`config.mk`:
```
export PLATFORM = sky130hd
export DESIGN_NAME = led_driver
export DESIGN_NICKNAME = d
export VERILOG_FILES = /design/src/led_pkg.sv /design/src/led_driver.sv
export VERILOG_INCLUDE_DIRS = /design/src
export SDC_FILE = /design/constraint.sdc
export NUM_CORES = 1
export LEC_CHECK = 0
export ABC_AREA = 1
export BUFFER_PORTS_ARGS = -buffer_cell sky130_fd_sc_hd__buf_2
export CELL_PAD_IN_SITES_DETAIL_PLACEMENT = 0
export CELL_PAD_IN_SITES_GLOBAL_PLACEMENT = 2
export CORE_MARGIN = 1
export CORE_UTILIZATION = 33
export DETAILED_ROUTE_END_ITERATION = 6
export PLACE_DENSITY = 0.89
export SYNTH_ARGS = -nofsm -noshare
export SYNTH_HDL_FRONTEND = slang
export SYNTH_SLANG_ARGS = --single-unit
export TNS_END_PERCENT = 30
```
`constraint.sdc`:
```
create_clock -name clk -period 4.7 [get_ports clk]
set_input_delay 1.175 -clock clk [delete_from_list [all_inputs] [get_ports clk]]
set_output_delay 1.175 -clock clk [all_outputs]
set_load 0.02 [all_outputs]
```
`src/led_defines.svh`:
```
// Timing and register constants for the network indicator LED driver.
// Assumes a 250 MHz system clock and a 32-bit AXI4-Lite register bus.
`ifndef LED_DEFINES_SVH
`define LED_DEFINES_SVH

`define CLK_FREQ_HZ        250000000
`define TICK_PERIOD_MS     1
`define TICK_CYCLES        (`CLK_FREQ_HZ / 1000 * `TICK_PERIOD_MS)
`define TICK_CNT_W         18
`define FLICKER_MS         50
`define BLINK_MS           200
`define LONG_OFF_MS        1000
`define PHASE_CNT_W        11
`define UNSOLICITED_VAL    8'h01

// Register offsets, byte addresses
`define REG_STATUS         4'h0
`define REG_INT_STATUS     4'h4
`define REG_INT_MASK       4'h8
`define REG_CONTROL        4'hC
`define ADDR_W             4

// Interrupt status bit positions
`define IRQ_HOST_WD        0
`define IRQ_BOOT_ERR       1
`define IRQ_CFG_ERR        2
`define IRQ_APP_WD         3
`define IRQ_UNSOL          4
`define IRQ_SYNC_ERR       5
`define IRQ_W              6

// Control bit positions
`define CTRL_I2C_OWN       0

// AXI responses
`define RESP_OKAY          2'h0
`define RESP_SLVERR        2'h2

`endif

```
`src/led_pkg.sv`:
```
// Types shared by the network indicator LED driver.
// Assumes led_defines.svh for all numeric constants.
package led_pkg;

   // Slave state as reported by the state machine
   typedef enum logic [2:0] {
      ST_BOOTING      = 3'h0,
      ST_STARTUP      = 3'h1,
      ST_MAILBOX_ONLY = 3'h2,
      ST_INPUTS_ONLY  = 3'h3,
      ST_RUNNING      = 3'h4,
      ST_FW_LOAD      = 3'h5
   } slave_state_type;

   // Light patterns, one-hot
   typedef enum logic [5:0] {
      PAT_OFF     = 6'h01,
      PAT_ON      = 6'h02,
      PAT_BLINK   = 6'h04,
      PAT_SINGLE  = 6'h08,
      PAT_DOUBLE  = 6'h10,
      PAT_FLICKER = 6'h20
   } pattern_type;

   // Error conditions entering the block
   typedef struct packed {
      logic host_wd;     // Host data port watchdog expired
      logic boot_err;    // Booting error
      logic cfg_err;     // General configuration error
      logic app_wd;      // Application watchdog expired
      logic bufch_wd;    // Buffer channel monitor watchdog expired
      logic sync_err;    // Synchronization error
   } err_type;

   // Per-port link inputs
   typedef struct packed {
      logic link_ok;
      logic activity;
   } port_type;

endpackage

```
`src/led_driver.sv`:
```
// Network indicator LED driver: link/activity, run-state and error LEDs,
// with an AXI4-Lite register slave for status, interrupts and pin sharing.
// Assumes all inputs synchronous to clk; state machine and watchdogs live
// outside and only report levels here.
//
// How it works
// - Link LED on for idle link, flickers on activity, off without link.
// - Incoming port drives port-in LED, outgoing port drives port-out LED.
// - Run-state LED steadily on in the running state.
// - Mailbox-only state: run LED blinks 200 ms on, 200 ms off.
// - Inputs-only state: run LED single flash, 200 ms on, 1000 ms off.
// - Booting, firmware-load or download: run LED flickers 50/50 ms.
// - Startup state: run LED held off.
// - Host data port watchdog timeout: error LED steadily on.
// - Configuration error: error LED blinks 200 ms on, 200 ms off.
// - Booting error, or startup state with unsolicited flag 0x01: error LED flickers 50/50.
// - Unsolicited state change by application: error LED single flash.
// - Synchronization error shows as error LED single flash.
// - Application watchdog: double flash 200/200/200 then 1000 ms off.
// - Buffer channel watchdog counts as application watchdog.
// - Error LED shares I2C data pins; drive arbitrated with I2C.
`timescale 1ns/100ps
`include "led_defines.svh"

module led_driver
(
   // Clock and reset
   input  wire logic                    clk,
   input  wire logic                    rst,
   // Network status
   input  wire led_pkg::port_type       port_in,
   input  wire led_pkg::port_type       port_out,
   input  wire led_pkg::slave_state_type slave_state,
   input  wire logic                    fw_download,
   input  wire logic [7:0]              app_layer_state_reg,
   input  wire led_pkg::err_type        err,
   // I2C data pin sharing
   input  wire logic                    i2c_sda_o,
   input  wire logic                    i2c_sda_oe,
   // LED and interrupt outputs
   output logic                         port_in_link_indicator,
   output logic                         port_out_link_indicator,
   output logic                         run_led,
   output logic                         err_sda_o,
   output logic                         err_sda_oe,
   output logic                         irq,
   // AXI4-Lite slave
   input  wire logic [`ADDR_W-1:0]      s_axi_awaddr,
   input  wire logic                    s_axi_awvalid,
   output logic                         s_axi_awready,
   input  wire logic [31:0]             s_axi_wdata,
   input  wire logic [3:0]              s_axi_wstrb,
   input  wire logic                    s_axi_wvalid,
   output logic                         s_axi_wready,
   output logic [1:0]                   s_axi_bresp,
   output logic                         s_axi_bvalid,
   input  wire logic                    s_axi_bready,
   input  wire logic [`ADDR_W-1:0]      s_axi_araddr,
   input  wire logic                    s_axi_arvalid,
   output logic                         s_axi_arready,
   output logic [31:0]                  s_axi_rdata,
   output logic [1:0]                   s_axi_rresp,
   output logic                         s_axi_rvalid,
   input  wire logic                    s_axi_rready
);

   // Level of a pattern at a given ms position; position wraps in the cycle
   function automatic logic pat_level(input led_pkg::pattern_type p,
                                      input logic [`PHASE_CNT_W-1:0] t);
      case (p)
         led_pkg::PAT_ON:      pat_level = 1'b1;
         led_pkg::PAT_BLINK:   pat_level = (t < `BLINK_MS);
         led_pkg::PAT_SINGLE:  pat_level = (t < `BLINK_MS);
         led_pkg::PAT_DOUBLE:  pat_level = (t < `BLINK_MS) ||
            (t >= 2 * `BLINK_MS && t < 3 * `BLINK_MS);
         led_pkg::PAT_FLICKER: pat_level = (t < `FLICKER_MS);
         default:              pat_level = 1'b0;
      endcase
   endfunction

   // Length of one pattern cycle in ms
   function automatic logic [`PHASE_CNT_W-1:0] pat_len(
      input led_pkg::pattern_type p);
      case (p)
         led_pkg::PAT_BLINK:   pat_len = `PHASE_CNT_W'(2 * `BLINK_MS);
         led_pkg::PAT_SINGLE:  pat_len = `PHASE_CNT_W'(`BLINK_MS +
                                                        `LONG_OFF_MS);
         led_pkg::PAT_DOUBLE:  pat_len = `PHASE_CNT_W'(3 * `BLINK_MS +
                                                        `LONG_OFF_MS);
         led_pkg::PAT_FLICKER: pat_len = `PHASE_CNT_W'(2 * `FLICKER_MS);
         default:              pat_len = `PHASE_CNT_W'(1);
      endcase
   endfunction

   // Next position in a pattern cycle
   function automatic logic [`PHASE_CNT_W-1:0] pat_next(
      input led_pkg::pattern_type p, input logic [`PHASE_CNT_W-1:0] t);
      pat_next = (t + `PHASE_CNT_W'(1) >= pat_len(p)) ?
                 `PHASE_CNT_W'(0) : t + `PHASE_CNT_W'(1);
   endfunction

   logic [`TICK_CNT_W-1:0]  tick_cnt_q;
   logic                    tick_q;
   logic [`PHASE_CNT_W-1:0] act_t_q;
   led_pkg::pattern_type    run_pat_d, run_pat_q;
   led_pkg::pattern_type    err_pat_d, err_pat_q;
   logic [`PHASE_CNT_W-1:0] run_t_q, err_t_q;
   logic                    unsol;
   logic                    i2c_own_q;
   logic [`IRQ_W-1:0]       irq_stat_q, irq_mask_q, irq_ev;
   logic [`IRQ_W-1:0]       cond_q;

   // One ms tick shared by every pattern; one divider keeps LEDs in step
   always_ff @(posedge clk)
   begin
      if (rst || tick_cnt_q == `TICK_CNT_W'(`TICK_CYCLES - 1))
         tick_cnt_q <= '0;
      else
         tick_cnt_q <= tick_cnt_q + `TICK_CNT_W'(1);
      tick_q <= !rst && tick_cnt_q == `TICK_CNT_W'(`TICK_CYCLES - 1);
   end

   // Activity flicker phase, free running for both ports
   always_ff @(posedge clk)
   begin
      if (rst)
         act_t_q <= '0;
      else if (tick_q)
         act_t_q <= pat_next(led_pkg::PAT_FLICKER, act_t_q);
   end

   // Link/activity LEDs, one per port
   always_ff @(posedge clk)
   begin
      if (rst)
      begin
         port_in_link_indicator  <= 1'b0;
         port_out_link_indicator <= 1'b0;
      end
      else
      begin
         port_in_link_indicator  <= port_in.link_ok && (!port_in.activity ||
            pat_level(led_pkg::PAT_FLICKER, act_t_q));
         port_out_link_indicator <= port_out.link_ok &&
            (!port_out.activity ||
             pat_level(led_pkg::PAT_FLICKER, act_t_q));
      end
   end

   // Run-state pattern selection
   always_comb
   begin
      if (fw_download)
      begin
         run_pat_d = led_pkg::PAT_FLICKER;
      end
      else
      begin
         case (slave_state)
            led_pkg::ST_RUNNING:      run_pat_d = led_pkg::PAT_ON;
            led_pkg::ST_MAILBOX_ONLY: run_pat_d = led_pkg::PAT_BLINK;
            led_pkg::ST_INPUTS_ONLY:  run_pat_d = led_pkg::PAT_SINGLE;
            led_pkg::ST_STARTUP:      run_pat_d = led_pkg::PAT_OFF;
            default:                  run_pat_d = led_pkg::PAT_FLICKER;
         endcase
      end
   end

   // Error pattern selection in order of severity
   assign unsol = app_layer_state_reg == `UNSOLICITED_VAL;
   always_comb
   begin
      if (err.host_wd)
         err_pat_d = led_pkg::PAT_ON;
      else if (err.boot_err ||
               (slave_state == led_pkg::ST_STARTUP && unsol))
         err_pat_d = led_pkg::PAT_FLICKER;
      else if (err.cfg_err)
         err_pat_d = led_pkg::PAT_BLINK;
      else if (err.app_wd || err.bufch_wd)
         err_pat_d = led_pkg::PAT_DOUBLE;
      else if (unsol || err.sync_err)
         err_pat_d = led_pkg::PAT_SINGLE;
      else
         err_pat_d = led_pkg::PAT_OFF;
   end

   // Pattern phase counters; a new pattern restarts at its on phase
   always_ff @(posedge clk)
   begin
      if (rst)
      begin
         run_pat_q <= led_pkg::PAT_OFF;
         err_pat_q <= led_pkg::PAT_OFF;
         run_t_q   <= '0;
         err_t_q   <= '0;
      end
      else
      begin
         run_pat_q <= run_pat_d;
         err_pat_q <= err_pat_d;
         if (run_pat_d != run_pat_q)
            run_t_q <= '0;
         else if (tick_q)
            run_t_q <= pat_next(run_pat_q, run_t_q);
         if (err_pat_d != err_pat_q)
            err_t_q <= '0;
         else if (tick_q)
            err_t_q <= pat_next(err_pat_q, err_t_q);
      end
   end

   // LED drive; I2C owns the shared pin only while software grants it
   always_ff @(posedge clk)
   begin
      if (rst)
      begin
         run_led    <= 1'b0;
         err_sda_o  <= 1'b0;
         err_sda_oe <= 1'b0;
      end
      else
      begin
         run_led <= pat_level(run_pat_q, run_t_q);
         if (i2c_own_q)
         begin
            err_sda_o  <= i2c_sda_o;
            err_sda_oe <= i2c_sda_oe;
         end
         else
         begin
            err_sda_o  <= pat_level(err_pat_q, err_t_q);
            err_sda_oe <= 1'b1;
         end
      end
   end

   // Rising edges of error conditions become interrupt events
   always_ff @(posedge clk)
   begin
      if (rst)
      begin
         cond_q <= '0;
      end
      else
      begin
         cond_q <= irq_ev | cond_q & {err.sync_err, unsol,
            err.app_wd | err.bufch_wd, err.cfg_err, err.boot_err,
            err.host_wd};
      end
   end
   assign irq_ev = {err.sync_err, unsol, err.app_wd | err.bufch_wd,
                    err.cfg_err, err.boot_err, err.host_wd} & ~cond_q;

   // AXI4-Lite write path: address and data taken in either order
   logic                aw_hold_q, w_hold_q;
   logic [`ADDR_W-1:0]  aw_q;
   logic [31:0]         w_q;
   logic [3:0]          ws_q;
   logic                do_wr;
   assign do_wr = aw_hold_q && w_hold_q && !s_axi_bvalid;

   always_ff @(posedge clk)
   begin
      if (rst)
      begin
         aw_hold_q     <= 1'b0;
         w_hold_q      <= 1'b0;
         aw_q          <= '0;
         w_q           <= '0;
         ws_q          <= '0;
         s_axi_awready <= 1'b0;
         s_axi_wready  <= 1'b0;
         s_axi_bvalid  <= 1'b0;
         s_axi_bresp   <= `RESP_OKAY;
      end
      else
      begin
         s_axi_awready <= !aw_hold_q && !s_axi_awready && s_axi_awvalid;
         s_axi_wready  <= !w_hold_q && !s_axi_wready && s_axi_wvalid;
         if (s_axi_awready && s_axi_awvalid)
         begin
            aw_hold_q <= 1'b1;
            aw_q      <= s_axi_awaddr;
         end
         if (s_axi_wready && s_axi_wvalid)
         begin
            w_hold_q <= 1'b1;
            w_q      <= s_axi_wdata;
            ws_q     <= s_axi_wstrb;
         end
         if (do_wr)
         begin
            aw_hold_q    <= 1'b0;
            w_hold_q     <= 1'b0;
            s_axi_bvalid <= 1'b1;
            s_axi_bresp  <= (aw_q == `REG_INT_STATUS ||
                             aw_q == `REG_INT_MASK ||
                             aw_q == `REG_CONTROL) ? `RESP_OKAY
                                                   : `RESP_SLVERR;
         end
         else if (s_axi_bready)
            s_axi_bvalid <= 1'b0;
      end
   end

   // Writable registers; a new event wins over a clear in the same cycle
   always_ff @(posedge clk)
   begin
      if (rst)
      begin
         irq_stat_q <= '0;
         irq_mask_q <= '0;
         i2c_own_q  <= 1'b0;
      end
      else
      begin
         irq_stat_q <= (irq_stat_q &
            ~((do_wr && aw_q == `REG_INT_STATUS && ws_q[0]) ?
              w_q[`IRQ_W-1:0] : '0)) | irq_ev;
         if (do_wr && aw_q == `REG_INT_MASK && ws_q[0])
            irq_mask_q <= w_q[`IRQ_W-1:0];
         if (do_wr && aw_q == `REG_CONTROL && ws_q[0])
            i2c_own_q <= w_q[`CTRL_I2C_OWN];
      end
   end

   // Interrupt output from a flop
   always_ff @(posedge clk)
   begin
      if (rst)
         irq <= 1'b0;
      else
         irq <= |(irq_stat_q & irq_mask_q);
   end

   // AXI4-Lite read path
   always_ff @(posedge clk)
   begin
      if (rst)
      begin
         s_axi_arready <= 1'b0;
         s_axi_rvalid  <= 1'b0;
         s_axi_rdata   <= '0;
         s_axi_rresp   <= `RESP_OKAY;
      end
      else
      begin
         s_axi_arready <= !s_axi_arready && !s_axi_rvalid && s_axi_arvalid;
         if (s_axi_arready && s_axi_arvalid)
         begin
            s_axi_rvalid <= 1'b1;
            s_axi_rresp  <= `RESP_OKAY;
            case (s_axi_araddr)
               `REG_STATUS:     s_axi_rdata <= {12'h000, 2'h0, run_pat_q,
                                   2'h0, err_pat_q, 1'b0, run_led,
                                   port_out_link_indicator,
                                   port_in_link_indicator};
               `REG_INT_STATUS: s_axi_rdata <= 32'(irq_stat_q);
               `REG_INT_MASK:   s_axi_rdata <= 32'(irq_mask_q);
               `REG_CONTROL:    s_axi_rdata <= 32'(i2c_own_q);
               default:
               begin
                  s_axi_rdata <= '0;
                  s_axi_rresp <= `RESP_SLVERR;
               end
            endcase
         end
         else if (s_axi_rready)
            s_axi_rvalid <= 1'b0;
      end
   end

endmodule // led_driver

```
==> impl_metrics.env, run 1 <==
export IMPL_regArea_sq_mm=0.00246
export IMPL_cts_buffer_depth=2
export IMPL_placed_area_sq_mm=0.00698
export IMPL_drc_errors=0
export IMPL_stdcell_area_sq_mm=0.00756
export IMPL_max_stage_delay_ns=0.41
export IMPL_yosysUniqueCellTypes=44
export IMPL_maxSlewViolCount=0
export IMPL_setup_viol=0
export IMPL_cp_arrival_ns=3.19
export IMPL_wl_per_cell_um=12.4
export IMPL_m1WireLength_um=8010
export IMPL_synth_async_reset_ratio=0
export IMPL_r2r_worst_path_cells=15
export IMPL_r2r_start="run_t_q[0]"
export IMPL_outcome="complete, no violations"
export IMPL_cts_buffers=17
export IMPL_critPathTopFamily="simple AND/OR/NAND/NOR gates"
export IMPL_fin_skew_ns=0.00853
export IMPL_viasPerCell=4.54
export IMPL_final_common_cell="nand2_1"
export IMPL_gp_congestion=0.789
export IMPL_r2r_end="run_t_q[6]"
export IMPL_hold_path_class="reg2reg"
export IMPL_tightestPinTransition_ns=0.795
export IMPL_relSlewSlack=0.469
export IMPL_drt_total_wl_um=15900
export IMPL_start_kind="register"
export IMPL_fillCellCount=2052
export IMPL_crit_fanout=11
export IMPL_grt_start_max_net_pins=44
export IMPL_cts_sinks=123
export IMPL_syn_avg_cell_area_sq_um=6.88
export IMPL_synth_edff_count=0
export IMPL_drtAntennaViolNets=0
export IMPL_root_buffer="clkbuf_16"
export IMPL_crit_path_end="run_t_q[6]"
export IMPL_crit_start="run_t_q[0]"
export IMPL_ctsResizeCount=0
export IMPL_die_width_um=142
export IMPL_post_route_util=0.400
export IMPL_dieArea_sq_mm=0.0201
export IMPL_ios=122
export IMPL_synthCells=937
export IMPL_fin_crit_ns=2.86
export IMPL_multi_input_area_sq_mm=0.00327
export IMPL_rsz0062_at_grt="false"
export IMPL_path_buf_inv=1
export IMPL_die_height_um=142
export IMPL_row_count=50
export IMPL_final_cell_mix="nand2_1, nor2_1, inv_1"
export IMPL_core_region_area_sq_mm=0.0189
export IMPL_path_depth=15
export IMPL_power_leakage_nw=3.29
export IMPL_fin_crit_sh=0.609
export IMPL_synthFlopType="dfxtp_1"
export IMPL_h_tree_depth=4
export IMPL_path_class="reg2reg"
export IMPL_portBuffers=73
export IMPL_clk_pin_slew_ns=0.06
export IMPL_tritoncts="yes"
export IMPL_hold_viol=0
export IMPL_netlist_area_sq_mm=0.00644
export IMPL_endpoint_kind="register"
export IMPL_drt_iter0_markers=271
export IMPL_hold_buffers=0
export IMPL_slowest_stage="dfxtp_1"
export IMPL_initial_utilization=0.341
export IMPL_firstDrtPassIters=5
export IMPL_grt_pass1_vias=5351
export IMPL_grt_usage=0.164
export IMPL_synth_warnings=0
export IMPL_powerDensity_mw_per_mm2=337
export IMPL_dr_max_layer_used="met4"
export IMPL_fmax_mhz=349
export IMPL_rrSetupSlack_ns=1.84
export IMPL_dr_total_vias=5814
export IMPL_clock_latency_ns=0.41
export IMPL_yosysSeqAreaShare=0.382
export IMPL_cts_setup_buffers=0
export IMPL_synth_seq_cells=123
export IMPL_crit_required_ns=5.03
export IMPL_grt_overflow=0
export IMPL_antenna_found_initial=0
export IMPL_fin_nets=1106
export IMPL_ir_worst_vdd_uv=224
export IMPL_area_growth_pct=17.3
export IMPL_dr_wl_met2_um=7350
export IMPL_diodes=0
export IMPL_hpwl_um=11900
export IMPL_drive_gt1_frac=0.123
export IMPL_grt_pass1_wl_um=26000
export IMPL_crit_path_cell_trace="ha_1, nand2_1, nor2_1, nand3_1, nor2_1, xor2_1, inv_1, ha_1, a21oi_1, nand3_1, nand2_1, nand2_1, nor2_2, nand3_1, a21oi_1"
export IMPL_dr_wl_met3_um=446
export IMPL_tns_ns=0
export IMPL_drv_cap=0
logic make-up (layout without fill, tap and decap cells):
logic type                 count (synthesis)  after routing  share of synthesized area
xor gates and xnor gates                  25             25                     0.0340
and+or+nand+nor                          431            431                      0.292
buffers and inverters                    184            251                      0.121
DFF                                      123            123                      0.382
AOI/OAI and AO/OA                        151            151                      0.127
adders and majority gates                 22             22                     0.0427
other                                      1             19                   0.000582
Yosys cell counts, types with 4 or more instances:
library cell,instances,area share
ha_1,22,0.043
nor2_2,5,0.0049
inv_1,142,0.083
nor2_1,149,0.087
nand2_1,159,0.093
buf_4,19,0.022
dfxtp_1,123,0.38
nor4_1,4,0.0039
o21ai_0,56,0.043
nand3_1,52,0.040
nor3_1,19,0.015
xor2_1,24,0.033
o22ai_1,9,0.0087
or2_2,4,0.0039
clkbuf_1,13,0.0076
a21oi_1,68,0.053
nand3b_1,4,0.0047
nand4_1,18,0.017
worst min-delay path by stage:
stage / to / cells past startpoint / slack (ns) / startpoint
global route: irq_stat_q[0] / 1 / 0.43 / cond_q[0]
finish: irq_stat_q[0] / 1 / 0.42 / cond_q[0]
global placement: irq_stat_q[0] / 1 / 0.41 / cond_q[0]
floorplan: irq_stat_q[0] / 1 / 0.41 / cond_q[0]
detailed placement: irq_stat_q[0] / 1 / 0.42 / cond_q[0]
CTS: irq_stat_q[0] / 1 / 0.42 / cond_q[0]
state kept, by name, summed over array words and instances, names as in the netlist, 4 cells and up:
register and flops:
act_t_q 11, aw_q 4, cond_q 6, err_pat_q 6
err_t_q 11, irq_mask_q 6, irq_stat_q 6, run_pat_q 5
run_t_q 11, s_axi_rdata 15, tick_cnt_q 18, w_q 6
per-stage QoR:
stage	instances	setup slack [ns]	total power, mW	hold WS (ns)
2_1_floorplan	955	2.29	1.24	0.408
3_3_place_gp	1250	1.81	1.29	0.411
3_5_place_dp	1250	1.82	1.29	0.417
4_1_cts	1282	1.80	2.58	0.423
5_1_grt	1282	1.42	2.66	0.432
6_report	1282	1.84	2.55	0.421
area by class of cell:
type                       count  share of cell area
clock buffer                  21              0.0622
multi-input combinational    648               0.432
sequential                   123               0.326
timing repair buffer          75              0.0503
clock inverter                11              0.0147
tap                          260              0.0430
inverter                     144              0.0715
where the power goes:
part           total (mW)  switching [mW]  internal, mW
registers            1.09          0.0167          1.07
clock network        1.28           0.503         0.777
logic               0.180           0.125        0.0556
worst reg2reg max path, stage by stage, from the launching register on:
cell	delay [ns]
dfxtp_1	0.41
ha_1	0.19
nand2_1	0.08
nor2_1	0.13
nand3_1	0.12
nor2_1	0.21
xor2_1	0.23
inv_1	0.07
ha_1	0.31
a21oi_1	0.16
nand3_1	0.09
nand2_1	0.06
nand2_1	0.05
nor2_2	0.39
nand3_1	0.15
a21oi_1	0.14
routing by layer:
metal | vias up | track usage
met3 | 7 | 0.0358
met2 | 94 | 0.266
met4 | 0 | 0.0374
met1 | 2579 | 0.221
met5 | - | 0
li1 | 3134 | -
(Power assumes the default switching activity.)
==> run 2: changes to the inputs <==
CORE_UTILIZATION = 30   (was 33)
PLACE_DENSITY = 0.82   (was 0.89)
clock period = 2.83 ns   (was 4.7 ns; I/O delays follow)
==> impl_metrics.env, run 2 (synthesis gave the netlist of run 1 again) <==
export IMPL_stdcell_area_sq_mm=0.00774
export IMPL_die_width_um=149
export IMPL_ir_worst_vdd_uv=397
export IMPL_die_height_um=149
export IMPL_crit_required_ns=3.10
export IMPL_grt_pass1_vias=5405
export IMPL_cts_buffers=17
export IMPL_fin_skew_ns=0.0161
export IMPL_cp_arrival_ns=2.89
export IMPL_clk_pin_slew_ns=0.06
export IMPL_hold_path_class="reg2reg"
export IMPL_row_count=53
export IMPL_placed_area_sq_mm=0.00715
export IMPL_power_leakage_nw=3.39
export IMPL_initial_utilization=0.307
export IMPL_portBuffers=73
export IMPL_viasPerCell=4.49
export IMPL_core_region_area_sq_mm=0.0210
export IMPL_grt_start_max_net_pins=27
export IMPL_maxSlewViolCount=0
export IMPL_drt_iter0_markers=237
export IMPL_largest_reg_flops=18
export IMPL_relSlewSlack=0.507
export IMPL_hpwl_um=12500
export IMPL_hold_viol=0
export IMPL_drc_errors=0
export IMPL_area_growth_pct=20.2
export IMPL_crit_fanout=7
export IMPL_gp_congestion=0.794
export IMPL_met3_usage=0.0285
export IMPL_setup_viol=0
export IMPL_grt_overflow=0
export IMPL_fin_nets=1128
export IMPL_ios=122
export IMPL_h_tree_depth=4
export IMPL_grt_usage=0.155
export IMPL_root_buffer="clkbuf_16"
export IMPL_cts_buffer_depth=2
export IMPL_diodes=0
export IMPL_drt_total_wl_um=16600
export IMPL_drtAntennaViolNets=0
export IMPL_wl_per_cell_um=12.6
export IMPL_grt_use_met2=0.253
export IMPL_powerDensity_mw_per_mm2=533
export IMPL_dr_total_vias=5925
export IMPL_busiest_layer="met2"
export IMPL_path_class="reg2reg"
export IMPL_start_kind="register"
export IMPL_post_route_util=0.368
export IMPL_outcome="complete, no violations"
export IMPL_switching_share=0.269
export IMPL_endpoint_kind="register"
export IMPL_antenna_found_initial=0
export IMPL_p_sw_mw=1.11
export IMPL_regMostFlops="tick_cnt_q"
export IMPL_clock_power_share=0.485
export IMPL_tritoncts="yes"
export IMPL_tns_ns=0
export IMPL_clock_latency_ns=0.42
export IMPL_fin_crit_sh=0.927
export IMPL_p_int_mw=3.02
export IMPL_final_common_cell="nand2_1"
export IMPL_firstDrtPassIters=5
export IMPL_drive_gt1_frac=0.152
export IMPL_fmax_mhz=381
export IMPL_cts_sinks=123
export IMPL_final_cell_mix="nand2_1, nor2_1, inv_1"
export IMPL_grt_pass1_wl_um=26900
export IMPL_drv_cap=0
export IMPL_met1_usage=0.206
export IMPL_combPwrFrac=0.078
export IMPL_seq_power_share=0.438
export IMPL_dieArea_sq_mm=0.0221
export IMPL_tightestPinTransition_ns=0.739
export IMPL_reg_top3="tick_cnt_q x18, s_axi_rdata x15"
export IMPL_fin_crit_ns=2.62
==> run 2: critical path: stages (launching register included) <==
cell and delay (ns):
dfxtp_1 0.34, ha_1 0.17, nand2_1 0.11, nor2_2 0.14, nand3_2 0.12, nor2_4 0.15
xor2_1 0.19, inv_1 0.07, ha_1 0.30, nand2_1 0.09, nor3_1 0.17, nand3_1 0.11
nor2_2 0.15, nor2_2 0.07, buf_4 0.16, nand3_1 0.08, a21oi_1 0.06
==> run 2: power by group through the flow <==
stage	Clock (mW)	Combinational, mW	Sequential (mW)
floorplan	0	0.213	1.85
global placement	0	0.321	1.84
detailed placement	0	0.322	1.84
CTS	2.07	0.323	1.81
global route	2.14	0.362	1.81
finish	2.00	0.320	1.81
==> run 2: timing repair <==
item / in CTS / in global routing
buffers inserted: 0 / 1
gates resized for setup: 0 / 12
hold buffers: 0 / 0
setup endpoints to repair: 0 / 21
==> run 2: cell type report <==
| class | instances | area (sq um) |
|---|---|---|
| Sequential cell | 123 | 2460 |
| Fill cell | 2289 | 13300 |
| Clock buffer | 17 | 425 |
| Multi-Input combinational cell | 648 | 3300 |
| Tap cell | 275 | 344 |
| Clock inverter | 15 | 119 |
| Inverter | 144 | 541 |
| Timing Repair Buffer | 97 | 549 |
==> run 2: per-layer routing <==
metal | up-vias | routed length [um]
met3 | 11 | 427
met4 | 0 | 126
met2 | 78 | 7660
li1 | 3172 | -
met1 | 2664 | 8340
met5 | - | 0
==> run 2: per-stage QoR <==
step / hold WS (ns) / power [mW] / instances / setup WS (ns)
detailed placement: 0.418 / 2.17 / 1286 / 0.117
finish: 0.425 / 4.13 / 1319 / 0.208
floorplan: 0.408 / 2.07 / 955 / 0.418
CTS: 0.425 / 4.20 / 1318 / 0.0899
global placement: 0.410 / 2.16 / 1286 / 0.0646
global route: 0.436 / 4.32 / 1319 / -0.0208
==> run 2: final timing paths <==
path	slack [ns]	from	cells past startpoint	end
setup reg to reg	0.21	run_t_q[0]	16	run_t_q[1]
hold / removal	0.42	cond_q[5]	1	irq_stat_q[5]
hold reg to reg	0.42	cond_q[5]	1	irq_stat_q[5]
setup / recovery	0.21	run_t_q[0]	16	run_t_q[1]
